### src/include/sgf_pkg.sv
// Constants, register map and types for the spindle configuration block.
// Assumes a 100 MHz system clock and a 32-bit Avalon-MM register bus.
package sgf_pkg;
  // ****************************************
  // Register indices (word address = index)
  // ****************************************
  localparam logic [5:0] IDX_DELAY_COMP_TWO = 6'h00;
  localparam logic [5:0] IDX_FUNC_TWO = 6'h01;
  localparam logic [5:0] IDX_FUNC_THREE = 6'h02;
  localparam logic [5:0] IDX_NOTCH_ONE = 6'h03;
  localparam logic [5:0] IDX_NOTCH_TWO = 6'h04;
  localparam logic [5:0] IDX_NOTCH_FOUR = 6'h05;
  localparam logic [5:0] IDX_NOTCH_FIVE = 6'h06;
  localparam logic [5:0] IDX_SYNC_GAIN = 6'h07;
  localparam logic [5:0] IDX_FUNC_FOUR = 6'h08;
  localparam logic [5:0] IDX_FUNC_FIVE = 6'h09;
  localparam logic [5:0] IDX_GATE_OFF = 6'h0A;
  localparam logic [5:0] IDX_DECEL_TIME = 6'h0B;
  localparam logic [5:0] IDX_LEAD_SCALE = 6'h0C;
  localparam logic [5:0] IDX_FUNC_SIX = 6'h0D;
  localparam logic [5:0] IDX_SLOWDOWN = 6'h0E;
  localparam logic [5:0] IDX_STATUS = 6'h0F;
  localparam logic [5:0] IDX_DEPTHS = 6'h10;
  localparam int NUM_CFG = 15;
  localparam logic [31:0] UNMAPPED_DATA = 32'hDEAD_0000;
  // Bus phases: writes land in the middle one, reads wait for the last
  localparam logic [1:0] BUS_PHASE_IDLE = 2'h0;
  localparam logic [1:0] BUS_PHASE_MID = 2'h1;
  localparam logic [1:0] BUS_PHASE_LAST = 2'h2;

  // ****************************************
  // Field positions
  // ****************************************
  localparam int B_DEPTH_ONE = 1;
  localparam int B_FIXED_NOTCH = 4;
  localparam int B_DEPTH_TWO = 5;
  localparam int B_DEPTH_FOUR = 9;
  localparam int B_DEPTH_FIVE = 13;
  localparam int B_GAIN_INTERP = 9;
  localparam int B_EXC_INTERP = 10;
  localparam int B_HGT_INTERP = 12;
  localparam int B_GAIN_SYNC = 1;
  localparam int B_EXC_SYNC = 2;
  localparam int B_HGT_SYNC = 4;
  localparam int B_COIL_ALLOW = 8;
  localparam int B_HIGH_RESP = 13;
  localparam int B_GAIN2_REQ = 12;

  // ****************************************
  // Values and limits
  // ****************************************
  localparam logic [2:0] MODE_SYNC = 3'b001;
  localparam logic [2:0] MODE_INTERP_A = 3'b010;
  localparam logic [2:0] MODE_INTERP_B = 3'b100;
  localparam logic [15:0] NOTCH_MIN_HZ = 16'd50;
  localparam logic [15:0] NOTCH_MAX_HZ = 16'd2250;
  localparam logic [15:0] FIXED_NOTCH_HZ = 16'd1125;
  localparam logic [15:0] ESTOP_MAX_MS = 16'd29900;
  localparam logic [15:0] ESTOP_DFLT_MS = 16'd7000;
  localparam logic [15:0] SYNC_GAIN_MIN = 16'd1;
  localparam logic [15:0] SYNC_GAIN_MAX = 16'd200;
  localparam logic [15:0] LEAD_SCALE_MAX = 16'd10000;
  localparam logic [7:0] SLOWDOWN_DFLT = 8'd85;
  localparam logic [7:0] SLOWDOWN_OFF = 8'hFF;
  localparam logic [7:0] ALARM_SLOWDOWN = 8'd23;
  localparam logic [7:0] PCT_FULL = 8'd100;
  localparam int MS_NS = 1000000;
  localparam int CLK_NS = 10;
  localparam int TICK_CYCLES = MS_NS / CLK_NS;

  typedef enum logic [1:0] {
    ES_IDLE = 2'b00,
    ES_DECEL = 2'b01,
    ES_STOPPED = 2'b11,
    ES_OFF = 2'b10
  } sgf_estop_e;
endpackage

### src/include/sgf_cfg_if.sv
// Carrier between the register bus slave and the configuration store.
// Assumes both ends run on the one system clock.
`timescale 1ns/1ps
interface sgf_cfg_if;
  logic wr_en;
  logic [5:0] wr_idx;
  logic [15:0] wr_data;
  logic rd_en;
  logic [5:0] rd_idx;
  logic [15:0] rd_data;
  logic rd_valid;
  modport ctrl(output wr_en, output wr_idx, output wr_data, output rd_en,
    output rd_idx, input rd_data, input rd_valid);
  modport store(input wr_en, input wr_idx, input wr_data, input rd_en,
    input rd_idx, output rd_data, output rd_valid);
endinterface

### src/design/sgf_spindle_cfg.sv
// Spindle gain, notch filter and emergency stop configuration block.
// Assumes an Avalon-MM master on the system clock and pin inputs from outside.
//
// Contract
// - Interpolation gain set follows function word three
// - Controller changeover request forces gain set two
// - Filter one depth decodes bits 3 to 1
// - Filters two, four, five share depth coding
// - Fixed notch three runs 1125 Hz when set
// - Notch frequency acts only at 50 or more
// - Interpolation tracking control follows bit C
// - Interpolation excitation rate follows bit A
// - Sync mode code 001 selects sync position gain
// - Sync mode tracking and excitation from word four
// - Sync mode gain set from word four
// - Coil changeover allowed during stop deceleration
// - Ready-off after gate delay, zero means 7000 ms
// - Delay expiry before stop applies dynamic brake
// - Decel longer than gate limit makes motor coast
// - Decel time from max speed, zero means 7000
// - High response enabled by word six bit D
// - High response ignored in orientation and interpolation
// - Lead scale applies only with high response
// - Slowdown zero means 85, alarm 23 on drop
// - Slowdown setting -1 disables the check
`timescale 1ns/1ps
module sgf_spindle_cfg #(
  parameter int TICK_CYCLES = sgf_pkg::TICK_CYCLES
) (
  input wire logic I_CLK_SYS,
  input wire logic I_RESET,
  input wire logic [5:0] I_AVS_ADDRESS,
  input wire logic I_AVS_READ,
  input wire logic I_AVS_WRITE,
  input wire logic [31:0] I_AVS_WRITEDATA,
  input wire logic [3:0] I_AVS_BYTEENABLE,
  output logic [31:0] O_AVS_READDATA,
  output logic O_AVS_WAITREQUEST,
  input wire logic [2:0] I_CTRL_MODE,
  input wire logic [15:0] I_CTRL_INPUT5,
  input wire logic I_ORIENTING,
  input wire logic I_ESTOP,
  input wire logic I_AT_STOP,
  input wire logic [15:0] I_SPEED_PCT,
  output logic O_GAIN_SET2,
  output logic O_EXC_RATE2,
  output logic O_HIGH_GAIN_TRACKING,
  output logic O_SYNC_MODE,
  output logic [15:0] O_POS_GAIN,
  output logic [4:0] O_NOTCH_ACTIVE,
  output logic [14:0] O_NOTCH_DEPTH,
  output logic [15:0] O_FIXED_NOTCH_HZ,
  output logic O_HIGH_RESP,
  output logic [15:0] O_LEAD_SCALE,
  output logic O_READY,
  output logic O_DECEL,
  output logic O_DYN_BRAKE,
  output logic O_COAST,
  output logic O_COIL_CHANGE_OK,
  output logic [7:0] O_ALARM
);
  localparam int TW = $clog2(TICK_CYCLES + 1);

  initial begin
    if (TICK_CYCLES < 1) begin
      $error("TICK_CYCLES must be at least one");
    end
  end

  // ****************************************
  // Helper functions
  // ****************************************
  function automatic logic notch_on(input logic [15:0] hz);
    notch_on = hz >= sgf_pkg::NOTCH_MIN_HZ && hz <= sgf_pkg::NOTCH_MAX_HZ;
  endfunction

  function automatic logic [15:0] ms_or_default(input logic [15:0] ms);
    logic [15:0] v;
    v = (ms == 16'h0000) ? sgf_pkg::ESTOP_DFLT_MS : ms;
    ms_or_default = (v > sgf_pkg::ESTOP_MAX_MS) ? sgf_pkg::ESTOP_MAX_MS : v;
  endfunction

  function automatic logic [2:0] depth_of(input logic [15:0] w, input int pos,
    input logic on);
    depth_of = on ? w[pos +: 3] : 3'h0;
  endfunction

  // ****************************************
  // State
  // ****************************************
  typedef struct packed {
    logic [2:0] estop_sync;
    logic [1:0] phase;
    logic [31:0] rdata;
    sgf_pkg::sgf_estop_e es;
    logic [TW-1:0] tick_cnt;
    logic [15:0] ms_cnt;
    logic [7:0] alarm;
  } sgf_top_s;

  sgf_top_s st_reg;
  sgf_top_s st_next;

  sgf_cfg_if cfg ();
  logic [sgf_pkg::NUM_CFG*16-1:0] words;

  sgf_cfg_store #(.DEPTH(sgf_pkg::NUM_CFG)) u_store (
    .i_clk(I_CLK_SYS),
    .i_reset(I_RESET),
    .bus(cfg),
    .o_words(words)
  );

  function automatic logic [15:0] word(input logic [5:0] idx);
    word = words[idx*16 +: 16];
  endfunction

  // ****************************************
  // Decode
  // ****************************************
  logic [15:0] fw2, fw3, fw4, fw5, fw6, gate_ms, decel_ms, gain_sync;
  logic [7:0] slow_raw, slow_pct;
  logic interp, sync, estop_seen, estop_clear, estop_rise, slow_check, speed_low;
  logic [4:0] active;

  always_comb begin
    fw2 = word(sgf_pkg::IDX_FUNC_TWO);
    fw3 = word(sgf_pkg::IDX_FUNC_THREE);
    fw4 = word(sgf_pkg::IDX_FUNC_FOUR);
    fw5 = word(sgf_pkg::IDX_FUNC_FIVE);
    fw6 = word(sgf_pkg::IDX_FUNC_SIX);
    gate_ms = ms_or_default(word(sgf_pkg::IDX_GATE_OFF));
    decel_ms = ms_or_default(word(sgf_pkg::IDX_DECEL_TIME));
    gain_sync = word(sgf_pkg::IDX_SYNC_GAIN);
    sync = I_CTRL_MODE == sgf_pkg::MODE_SYNC;
    interp = I_CTRL_MODE == sgf_pkg::MODE_INTERP_A || I_CTRL_MODE == sgf_pkg::MODE_INTERP_B;
    active[0] = notch_on(word(sgf_pkg::IDX_NOTCH_ONE));
    active[1] = notch_on(word(sgf_pkg::IDX_NOTCH_TWO));
    active[2] = fw2[sgf_pkg::B_FIXED_NOTCH];
    active[3] = notch_on(word(sgf_pkg::IDX_NOTCH_FOUR));
    active[4] = notch_on(word(sgf_pkg::IDX_NOTCH_FIVE));
    slow_raw = 8'(word(sgf_pkg::IDX_SLOWDOWN));
    slow_check = slow_raw != sgf_pkg::SLOWDOWN_OFF;
    slow_pct = (slow_raw == 8'h00) ? sgf_pkg::SLOWDOWN_DFLT : slow_raw;
    // Allowed drop is slow_pct of command, so speed must stay at or above the rest
    speed_low = I_SPEED_PCT < 16'(sgf_pkg::PCT_FULL - slow_pct);
    estop_seen = st_reg.estop_sync[2] && st_reg.estop_sync[1];
    // Release also needs both late flops to agree, so a glitch cannot end a stop
    estop_clear = !st_reg.estop_sync[2] && !st_reg.estop_sync[1];
    estop_rise = estop_seen && st_reg.es == sgf_pkg::ES_IDLE;
  end

  // ****************************************
  // Mode outputs
  // ****************************************
  always_comb begin
    O_GAIN_SET2 = I_CTRL_INPUT5[sgf_pkg::B_GAIN2_REQ];
    O_EXC_RATE2 = 1'b0;
    O_HIGH_GAIN_TRACKING = 1'b0;
    if (interp) begin
      O_GAIN_SET2 = O_GAIN_SET2 | fw3[sgf_pkg::B_GAIN_INTERP];
      O_EXC_RATE2 = fw3[sgf_pkg::B_EXC_INTERP];
      O_HIGH_GAIN_TRACKING = fw3[sgf_pkg::B_HGT_INTERP];
    end else if (sync) begin
      O_GAIN_SET2 = O_GAIN_SET2 | fw4[sgf_pkg::B_GAIN_SYNC];
      O_EXC_RATE2 = fw4[sgf_pkg::B_EXC_SYNC];
      O_HIGH_GAIN_TRACKING = fw4[sgf_pkg::B_HGT_SYNC];
    end
    O_SYNC_MODE = sync;
    if (gain_sync < sgf_pkg::SYNC_GAIN_MIN) begin
      O_POS_GAIN = sync ? sgf_pkg::SYNC_GAIN_MIN : 16'h0000;
    end else if (gain_sync > sgf_pkg::SYNC_GAIN_MAX) begin
      O_POS_GAIN = sync ? sgf_pkg::SYNC_GAIN_MAX : 16'h0000;
    end else begin
      O_POS_GAIN = sync ? gain_sync : 16'h0000;
    end
    O_NOTCH_ACTIVE = active;
    O_NOTCH_DEPTH[2:0] = depth_of(fw2, sgf_pkg::B_DEPTH_ONE, active[0]);
    O_NOTCH_DEPTH[5:3] = depth_of(fw2, sgf_pkg::B_DEPTH_TWO, active[1]);
    O_NOTCH_DEPTH[8:6] = 3'h0;
    O_NOTCH_DEPTH[11:9] = depth_of(fw2, sgf_pkg::B_DEPTH_FOUR, active[3]);
    O_NOTCH_DEPTH[14:12] = depth_of(fw2, sgf_pkg::B_DEPTH_FIVE, active[4]);
    O_FIXED_NOTCH_HZ = active[2] ? sgf_pkg::FIXED_NOTCH_HZ : 16'h0000;
    // Orientation and every interpolation mode override the enable
    O_HIGH_RESP = fw6[sgf_pkg::B_HIGH_RESP] && !I_ORIENTING && !interp && !sync;
    if (!O_HIGH_RESP) begin
      O_LEAD_SCALE = 16'h0000;
    end else if (word(sgf_pkg::IDX_LEAD_SCALE) > sgf_pkg::LEAD_SCALE_MAX) begin
      O_LEAD_SCALE = sgf_pkg::LEAD_SCALE_MAX;
    end else begin
      O_LEAD_SCALE = word(sgf_pkg::IDX_LEAD_SCALE);
    end
  end

  // ****************************************
  // Bus slave and emergency stop sequence
  // ****************************************
  logic bus_req;
  logic bus_ack;
  assign bus_req = I_AVS_READ || I_AVS_WRITE;
  assign bus_ack = (I_AVS_WRITE && st_reg.phase == sgf_pkg::BUS_PHASE_MID)
    || (I_AVS_READ && st_reg.phase == sgf_pkg::BUS_PHASE_LAST);

  always_comb begin
    st_next = st_reg;
    st_next.estop_sync = {st_reg.estop_sync[1:0], I_ESTOP};
    // Reads cost one extra wait so that read data stand at the accepting edge
    if (!bus_req || bus_ack) begin
      st_next.phase = sgf_pkg::BUS_PHASE_IDLE;
    end else begin
      st_next.phase = st_reg.phase + 2'h1;
    end
    if (I_AVS_READ && st_reg.phase == sgf_pkg::BUS_PHASE_MID) begin
      if (I_AVS_ADDRESS < 6'(sgf_pkg::NUM_CFG)) begin
        st_next.rdata = {16'h0000, cfg.rd_data};
      end else if (I_AVS_ADDRESS == sgf_pkg::IDX_STATUS) begin
        st_next.rdata = {16'h0000, st_reg.alarm, 4'h0, O_COAST, O_DYN_BRAKE, O_DECEL, O_READY};
      end else if (I_AVS_ADDRESS == sgf_pkg::IDX_DEPTHS) begin
        st_next.rdata = {12'h000, O_NOTCH_ACTIVE, O_NOTCH_DEPTH};
      end else begin
        st_next.rdata = sgf_pkg::UNMAPPED_DATA;
      end
    end
    // Ticks start the cycle after detection, once the sequence has left idle
    if (st_reg.es == sgf_pkg::ES_IDLE) begin
      st_next.tick_cnt = '0;
      st_next.ms_cnt = 16'h0000;
    end else if (st_reg.tick_cnt == TW'(TICK_CYCLES - 1)) begin
      st_next.tick_cnt = '0;
      if (st_reg.ms_cnt != 16'hFFFF) begin
        st_next.ms_cnt = st_reg.ms_cnt + 16'h0001;
      end
    end else begin
      st_next.tick_cnt = st_reg.tick_cnt + TW'(1);
    end
    unique case (st_reg.es)
      sgf_pkg::ES_IDLE: begin
        if (estop_rise) begin
          st_next.es = sgf_pkg::ES_DECEL;
        end
      end
      sgf_pkg::ES_DECEL: begin
        if (st_reg.ms_cnt >= gate_ms) begin
          st_next.es = sgf_pkg::ES_OFF;
        end else if (I_AT_STOP) begin
          st_next.es = sgf_pkg::ES_STOPPED;
        end
      end
      sgf_pkg::ES_STOPPED: begin
        if (st_reg.ms_cnt >= gate_ms) begin
          st_next.es = sgf_pkg::ES_OFF;
        end
      end
      sgf_pkg::ES_OFF: begin
        if (estop_clear) begin
          st_next.es = sgf_pkg::ES_IDLE;
        end
      end
    endcase
    // Alarm is sticky until the emergency stop sequence clears it
    if (st_reg.es == sgf_pkg::ES_OFF && estop_clear) begin
      st_next.alarm = 8'h00;
    end
    if (slow_check && speed_low && st_reg.es == sgf_pkg::ES_IDLE) begin
      st_next.alarm = sgf_pkg::ALARM_SLOWDOWN;
    end
  end

  always_ff @(posedge I_CLK_SYS) begin
    if (I_RESET) begin
      st_reg <= '0;
    end else begin
      st_reg <= st_next;
    end
  end

  assign cfg.wr_en = I_AVS_WRITE && bus_ack && I_AVS_BYTEENABLE[1:0] == 2'b11;
  assign cfg.wr_idx = I_AVS_ADDRESS;
  assign cfg.wr_data = I_AVS_WRITEDATA[15:0];
  assign cfg.rd_en = I_AVS_READ && st_reg.phase == sgf_pkg::BUS_PHASE_IDLE;
  assign cfg.rd_idx = I_AVS_ADDRESS;
  assign O_AVS_WAITREQUEST = bus_req && !bus_ack;
  assign O_AVS_READDATA = st_reg.rdata;
  assign O_READY = st_reg.es == sgf_pkg::ES_IDLE || st_reg.es == sgf_pkg::ES_DECEL
    || st_reg.es == sgf_pkg::ES_STOPPED;
  assign O_DECEL = st_reg.es == sgf_pkg::ES_DECEL;
  assign O_DYN_BRAKE = st_reg.es == sgf_pkg::ES_OFF && !I_AT_STOP;
  assign O_COAST = st_reg.es != sgf_pkg::ES_IDLE && decel_ms > gate_ms;
  assign O_COIL_CHANGE_OK = O_DECEL && fw5[sgf_pkg::B_COIL_ALLOW];
  assign O_ALARM = st_reg.alarm;
endmodule

### src/design/sgf_cfg_store.sv
// Parameter word store with a registered read port.
// Assumes a synchronous active-high reset and one write per cycle.
`timescale 1ns/1ps
module sgf_cfg_store #(
  parameter int DEPTH = sgf_pkg::NUM_CFG
) (
  input wire logic i_clk,
  input wire logic i_reset,
  sgf_cfg_if.store bus,
  output logic [DEPTH*16-1:0] o_words
);
  typedef struct packed {
    logic [DEPTH-1:0][15:0] mem;
    logic [15:0] rd_data;
    logic rd_valid;
  } sgf_store_s;

  sgf_store_s st_reg;
  sgf_store_s st_next;

  initial begin
    if (DEPTH < 1 || DEPTH > 64) begin
      $error("sgf_cfg_store depth out of range");
    end
  end

  always_comb begin
    st_next = st_reg;
    st_next.rd_valid = bus.rd_en;
    if (bus.wr_en && int'(bus.wr_idx) < DEPTH) begin
      st_next.mem[bus.wr_idx] = bus.wr_data;
    end
    if (bus.rd_en) begin
      st_next.rd_data = (int'(bus.rd_idx) < DEPTH) ? st_reg.mem[bus.rd_idx] : 16'h0000;
    end
  end

  always_ff @(posedge i_clk) begin
    if (i_reset) begin
      st_reg <= '0;
    end else begin
      st_reg <= st_next;
    end
  end

  assign bus.rd_data = st_reg.rd_data;
  assign bus.rd_valid = st_reg.rd_valid;
  assign o_words = st_reg.mem;
endmodule

### config.mk
export PLATFORM = sky130hd
export DESIGN_NAME = sgf_spindle_cfg
export DESIGN_NICKNAME = d
export VERILOG_FILES = /design/src/include/sgf_pkg.sv /design/src/include/sgf_cfg_if.sv /design/src/design/sgf_spindle_cfg.sv /design/src/design/sgf_cfg_store.sv
export SDC_FILE = /design/constraint.sdc
export NUM_CORES = 1
export LEC_CHECK = 0
export BUFFER_PORTS_ARGS = -buffer_cell sky130_fd_sc_hd__clkbuf_2
export CAP_MARGIN = 25
export CORE_MARGIN = 4
export CORE_UTILIZATION = 45
export DETAILED_ROUTE_END_ITERATION = 8
export HOLD_SLACK_MARGIN = 0.03
export MAX_ROUTING_LAYER = met4
export PLACE_DENSITY_LB_ADDON = 0.25
export SETUP_SLACK_MARGIN = 0.4
export SYNTH_ARGS = -nofsm -noshare
export SYNTH_HDL_FRONTEND = slang
export SYNTH_SLANG_ARGS = --single-unit
### constraint.sdc
create_clock -name I_CLK_SYS -period 4.46 [get_ports I_CLK_SYS]
set_input_delay 0.669 -clock I_CLK_SYS [delete_from_list [all_inputs] [get_ports I_CLK_SYS]]
set_output_delay 0.669 -clock I_CLK_SYS [all_outputs]
set_load 0.02 [all_outputs]
==> results of run 1 <==
cells by family (layout without fill, tap and decap cells):
group	Yosys count	after routing	synth area share, %
adders and majority gates	49	49	3.69
xor gates and xnor gates	27	27	1.42
other	2	35	0.0452
muxes	178	178	15.5
buffers and inverters	223	289	6.88
DFF	318	318	38.3
and+or+nand+nor	759	759	21.9
AOI/OAI and AO/OA	336	336	12.1
cell type report:
| class | count | area, um2 |
|---|---|---|
| multi-input cells | 1384 | 9400 |
| inverters | 19 | 71.3 |
| repair buffers | 206 | 1240 |
| well taps | 468 | 586 |
| clock inverters | 10 | 118 |
| clock buffers | 54 | 1050 |
| flip-flops and latches | 318 | 6380 |
| fillers | 3391 | 17700 |
metrics by stage:
stage               setup TNS (ns)  worst slack (ns)  instance area [um2]
floorplan                        0             0.408                16800
global placement                 0            0.0582                17500
detailed placement               0            0.0528                17500
CTS                         -0.242            -0.242                18800
global route                -0.474            -0.474                18800
finish                      -0.276            -0.276                18800
metal layers:
| metal | global-route usage [%] | share of wire (%) | routed length, um | vias to the layer above |
|---|---|---|---|---|
| met2 | 39.8 | 46 | 24100 | 573 |
| met4 | 9.56 | 4.1 | 2160 | 0 |
| met3 | 3.61 | 6.7 | 3480 | 102 |
| met1 | 33.8 | 43 | 22300 | 7045 |
| met5 | - | 0 | 0 | - |
| li1 | - | - | - | 6806 |
path summary, 6_finish.rpt:
path	startpoint	endpoint	slack, ns	cells past startpoint
max	u_store.o_words[179]	O_COAST	-0.28	18
min	I_ESTOP	st_next[78]	0.39	2
max reg2reg	u_store.o_words[184]	O_AVS_READDATA[3]	0.73	16
min reg2reg	st_next[78]	st_next[79]	0.45	1
synth_stat cells (all sizes together), types with 3 or more instances:
cell | n | share of area, %
a221oi | 9 | 0.47
nor2 | 208 | 4.7
nor2b | 19 | 0.72
or4 | 5 | 0.25
a41oi | 4 | 0.21
a21oi | 182 | 5.5
nand4 | 20 | 0.96
o311ai | 5 | 0.26
ha | 49 | 3.7
a211oi | 13 | 0.65
and2 | 25 | 0.94
dfxtp | 318 | 38
and4 | 4 | 0.21
inv | 19 | 0.43
buf | 107 | 4.3
a22oi | 17 | 0.77
nand2 | 202 | 4.6
a21o | 12 | 0.54
o21a | 4 | 0.18
mux2i | 114 | 6.9
a222oi | 3 | 0.18
a211o | 7 | 0.37
a31oi | 3 | 0.11
nand3 | 172 | 5.3
nor3 | 29 | 1.1
or3 | 13 | 0.49
nor4 | 14 | 0.62
or2 | 6 | 0.23
xnor2 | 10 | 0.53
o21ai | 51 | 1.5
a221o | 5 | 0.30
and4b | 3 | 0.18
clkbuf | 97 | 2.2
xor2 | 17 | 0.90
o211ai | 8 | 0.39
mux4 | 64 | 8.7
nand2b | 10 | 0.38
and3 | 20 | 0.75
power groups by stage:
stage	sequential [mW]	combinational, mW	clock [mW]
floorplan	2.93	0.311	0
global placement	2.93	0.410	0
detailed placement	2.93	0.414	0
CTS	2.86	0.422	2.99
global route	2.87	0.460	3.10
finish	2.86	0.431	2.94
what timing repair did:
action	in CTS	in global routing
hold buffers	0	0
endpoints found under the setup margin	1	1
pin swaps	13	8
setup buffers	6	2
endpoints found under the hold margin	0	0
cloned	0	0
gates resized for setup	25	11
placed cells by master, fill, tap and decap left out, types with 12 or more instances in the layout:
cell and count:
dfxtp_1 313, nor2_1 205, nand2_1 201, a21oi_1 181
nand3_1 169, clkbuf_2 133, mux2i_1 114, buf_4 69
mux4_2 64, ha_1 48, o21ai_0 47, clkbuf_16 38
conb_1 35, nor3_1 26, and2_1 24, and3_1 20
inv_1 19, xor2_1 17, a22oi_1 17, nor2b_1 16
nand4_1 16, a21o_1 12, clkbuf_1 12
critical path: cells and delay by family, from the launching register on:
kind,cells,cell delay [ns]
mux,1,0.18
simple gates,6,1.04
fa+ha+maj,1,0.28
buf+inv,4,0.57
flops,1,0.37
compound gates,6,1.10
==> qor.yml, run 1 <==
synth_area_um2: 16600
clock_sinks: 318
gp_congestion: 0.910
drt_pass1_iterations: 5
ys_ff_latch: 318
synth-edff-count: 0
drive_above_1_share_pct: 18.9
chipWidth_um: 200
grt_pass1_vias: 13700
p_seq_share_pct: 45.9
diodes: 0
rows: 70
path_class: "reg -> out"
drt_iter0_markers: 1425
syn2layout_area_growth_pct: 13.4
internal-power_mw: 4.73
dpl.cell_count: 2387
yosysWarnings: 0
wl_per_cell_um: 21.2
avgSynthCellArea_um2: 8.78
grt_max_degree: 202
drv_slew: 0
dieArea_um2: 40100
fin_nets: 2098
grt_setup_unrepaired: "yes"
timing.final.ws_setup_ns: -0.276
dieHeight_um: 200
status: "finished with violations"
period_needed_ns: 4.74
cp_slowest_stage_delay_ns: 0.37
syn_inst: 1892
avgViaCountPerCell: 5.91
grt_pass1_wl_um: 80200
cts_buffers: 36
p_leak_nw: 7.85
cp-start-kind: "flop"
cts_buffer_depth: 3
grt_overflow: 0
cp_cell_sequence: "a211oi_2 -> o21ai_1 -> a221o_1 -> a21oi_2 -> a31oi_2 -> buf_4 -> buf_6 -> or3_4 -> ha_1 -> nand4_1 -> nor4bb_4 -> buf_4 -> nand2_1 -> mux2i_1 -> o21a_1 -> nor2b_4 -> nor2_4 -> buf_8"
finalSetupViolCount: 1
switching_share_pct: 24.2
h-tree-depth: 2
final_cells: 2459
worstSkewPairLatency_ns: 0.52
ys.flop_type: "dfxtp_1"
powerDensity_nw_per_um2: 331
combPwrFrac_pct: 6.9
max_freq_ghz: 0.211
peakVddDrop_uv: 240
fin_skew_ns: 0.0333
whs_ns: 0.389
slew_headroom_pct: 30.8
async_reset_ff_share_pct: 0
p_sw_mw: 1.51
grtUsageTotal_pct: 25.4
initial_core_util_pct: 45.5
dpl.hpwl_um: 36200
worstMarginPinSlew_ns: 1.04
drtAntennaViolNets: 0
slowest_stage: "dfxtp_4"
crit_path_max_fanout: 5
cp.required_ns: 3.79
clkTransAtPathRegs_ns: 0.06
hold_viol_final: 0
end_kind: "primary output"
routed_wl_um: 52100
arrival_ns: 4.07
drc_errors: 0
crit_path_frequent_cell: "buf_4"
max_cap_viol_count: 0
largest_register_ffs: 240
vias: 14500
coreArea_um2: 36500
hold_path.class: "in -> reg"
yosysSeqAreaShare_pct: 38.3
finalPower_mw: 6.24
yosysUniqueCellTypes: 68
cts_tree: "yes"
cts-root-buf: "clkbuf_16"
failed_checks: "negative setup slack"
finalCritPeriodShare_pct: 106
port_buffers: 137
top_level_ports: 203
fin_util_pct: 51.6
antenna_found_initial: 0
pwr-share-clk_pct: 47.2
(Power assumes the default switching activity.)
==> inputs of run 2 (changes only) <==
Settings changed: CORE_ASPECT_RATIO set to 1.4, CTS_CLUSTER_SIZE set to 20.
==> qor.yml, run 2 (synthesis gave the netlist of run 1 again) <==
h-tree-depth: 1
rows: 83
drive_above_1_share_pct: 18.9
drt_pass1_iterations: 5
finalCritPeriodShare_pct: 106
cp_cell_sequence: "a211oi_2 -> o21ai_1 -> a221o_1 -> a21oi_2 -> a31oi_4 -> buf_4 -> or3_1 -> ha_1 -> nand4_1 -> nor4bb_2 -> buf_4 -> o21ai_0 -> mux2i_1 -> o21a_1 -> nor2b_4 -> nor2_4 -> clkbuf_8"
drv_slew: 0
cts_tree: "yes"
wl_per_cell_um: 21.4
timing.final.ws_setup_ns: -0.290
dieHeight_um: 235
powerDensity_nw_per_um2: 316
fin_nets: 2102
fin_skew_ns: 0.0349
finalInstanceArea_um2: 18700
dieArea_um2: 40100
status: "finished with violations"
vias: 14600
worstSkewPairLatency_ns: 0.59
cts-root-buf: "clkbuf_16"
max_freq_ghz: 0.211
whs_ns: 0.330
crit_path_frequent_cell: "buf_4"
crit_buf_inv: 3
slowest_stage: "dfxtp_4"
slew_headroom_pct: 30.0
cp_slowest_stage_delay_ns: 0.37
fillCellCount: 3460
hold_viol_final: 0
cts_buffer_depth: 3
top_level_ports: 203
grt_setup_unrepaired: "yes"
arrival_ns: 4.08
port_buffers: 137
grt_max_degree: 138
drc_errors: 0
routed_wl_um: 52600
peakVddDrop_uv: 323
avgViaCountPerCell: 5.95
clock_sinks: 318
final_cell_mix: "314 x dfxtp_1, 204 x nor2_1, 201 x nand2_1"
period_needed_ns: 4.75
path_class: "reg -> out"
initial_core_util_pct: 45.4
cp.required_ns: 3.79
worstMarginPinSlew_ns: 1.05
grt_pass1_wl_um: 80500
cp_top_family: "compound AO/OA/AOI/OAI gates"
crit_path_max_fanout: 5
max_cap_viol_count: 0
drtAntennaViolNets: 0
chipWidth_um: 170
grt_overflow: 0
end_kind: "primary output"
cts_buffers: 31
p_leak_nw: 7.80
largest_register_ffs: 240
dpl.hpwl_um: 36900
grt_pass1_vias: 13700
final_common_cell: "dfxtp_1"
failed_checks: "negative setup slack"
finalSetupViolCount: 1
clkTransAtPathRegs_ns: 0.07
syn2layout_area_growth_pct: 12.6
antenna_found_initial: 0
gp_congestion: 0.930
placed_area_um2: 17600
hold_path.class: "in -> reg"
cts_hold_buffers: 0
cp-start-kind: "flop"
grtUsageTotal_pct: 26.1
drt_iter0_markers: 1158
coreArea_um2: 36600
diodes: 0
[run 2: cell types whose count changed in the layout (fill, tap and decap cells not counted), sizes merged]
| cell | delta |
|---|---|
| clkbuf | -11 |
| clkinv | -3 |
| inv | +1 |
| buf | +8 |
[run 2: final timing paths]
check                            start           endpoint  slack (ns)  depth (start not counted)
setup reg to reg  u_store.o_words[180]  O_AVS_READDATA[3]        0.70                         18
setup / recovery  u_store.o_words[180]            O_COAST       -0.29                         17
hold / removal                 I_ESTOP        st_next[78]        0.33                          2
hold reg to reg            st_next[78]        st_next[79]        0.45                          1
[run 2: cell type report]
class,instances,area [um2],area share [%]
multi-input combinational,1384,9370,50.1
sequential,318,6370,34.1
timing repair buffer,215,1320,7.07
clock buffer,42,887,4.74
tap,467,584,3.12
clock inverter,8,101,0.542
inverter,19,71.3,0.381
[run 2: through the flow]
step           worst slack, ns  util [%]  std cells  setup TNS (ns)  power [mW]
3_5_place_dp           -0.0145      48.1       2397         -0.0145        3.35
3_3_place_gp          -0.00514      48.1       2397        -0.00514        3.35
4_1_cts                 -0.311      51.1       2452          -0.311        5.95
6_report                -0.290      51.2       2453          -0.290        5.92
2_1_floorplan            0.408         -       1925               0        3.24
5_1_grt                 -0.487      51.2       2453          -0.487        6.09
[run 2: what timing repair did]
item                       4_1_cts  5_1_grt
buffers inserted                 5        1
setup endpoints to repair        1        4
pin swaps                       16        7
gates resized for setup         17       12
[run 2: layer usage]
layer  vias to the layer above  track usage (%)  wire length (um)
met1                      7118             31.9             21100
met4                         0             12.4              2870
li1                       6807                -                 -
met5                         -                -                 0
met3                       126             2.62              2720
met2                       545             43.0             25900
[run 2: power breakdown]
| part | internal [mW] | switching [mW] | total (mW) |
|---|---|---|---|
| Combinational | 0.121 | 0.311 | 0.433 |
| Sequential | 2.85 | 0.0102 | 2.86 |
| Clock | 1.49 | 1.13 | 2.62 |
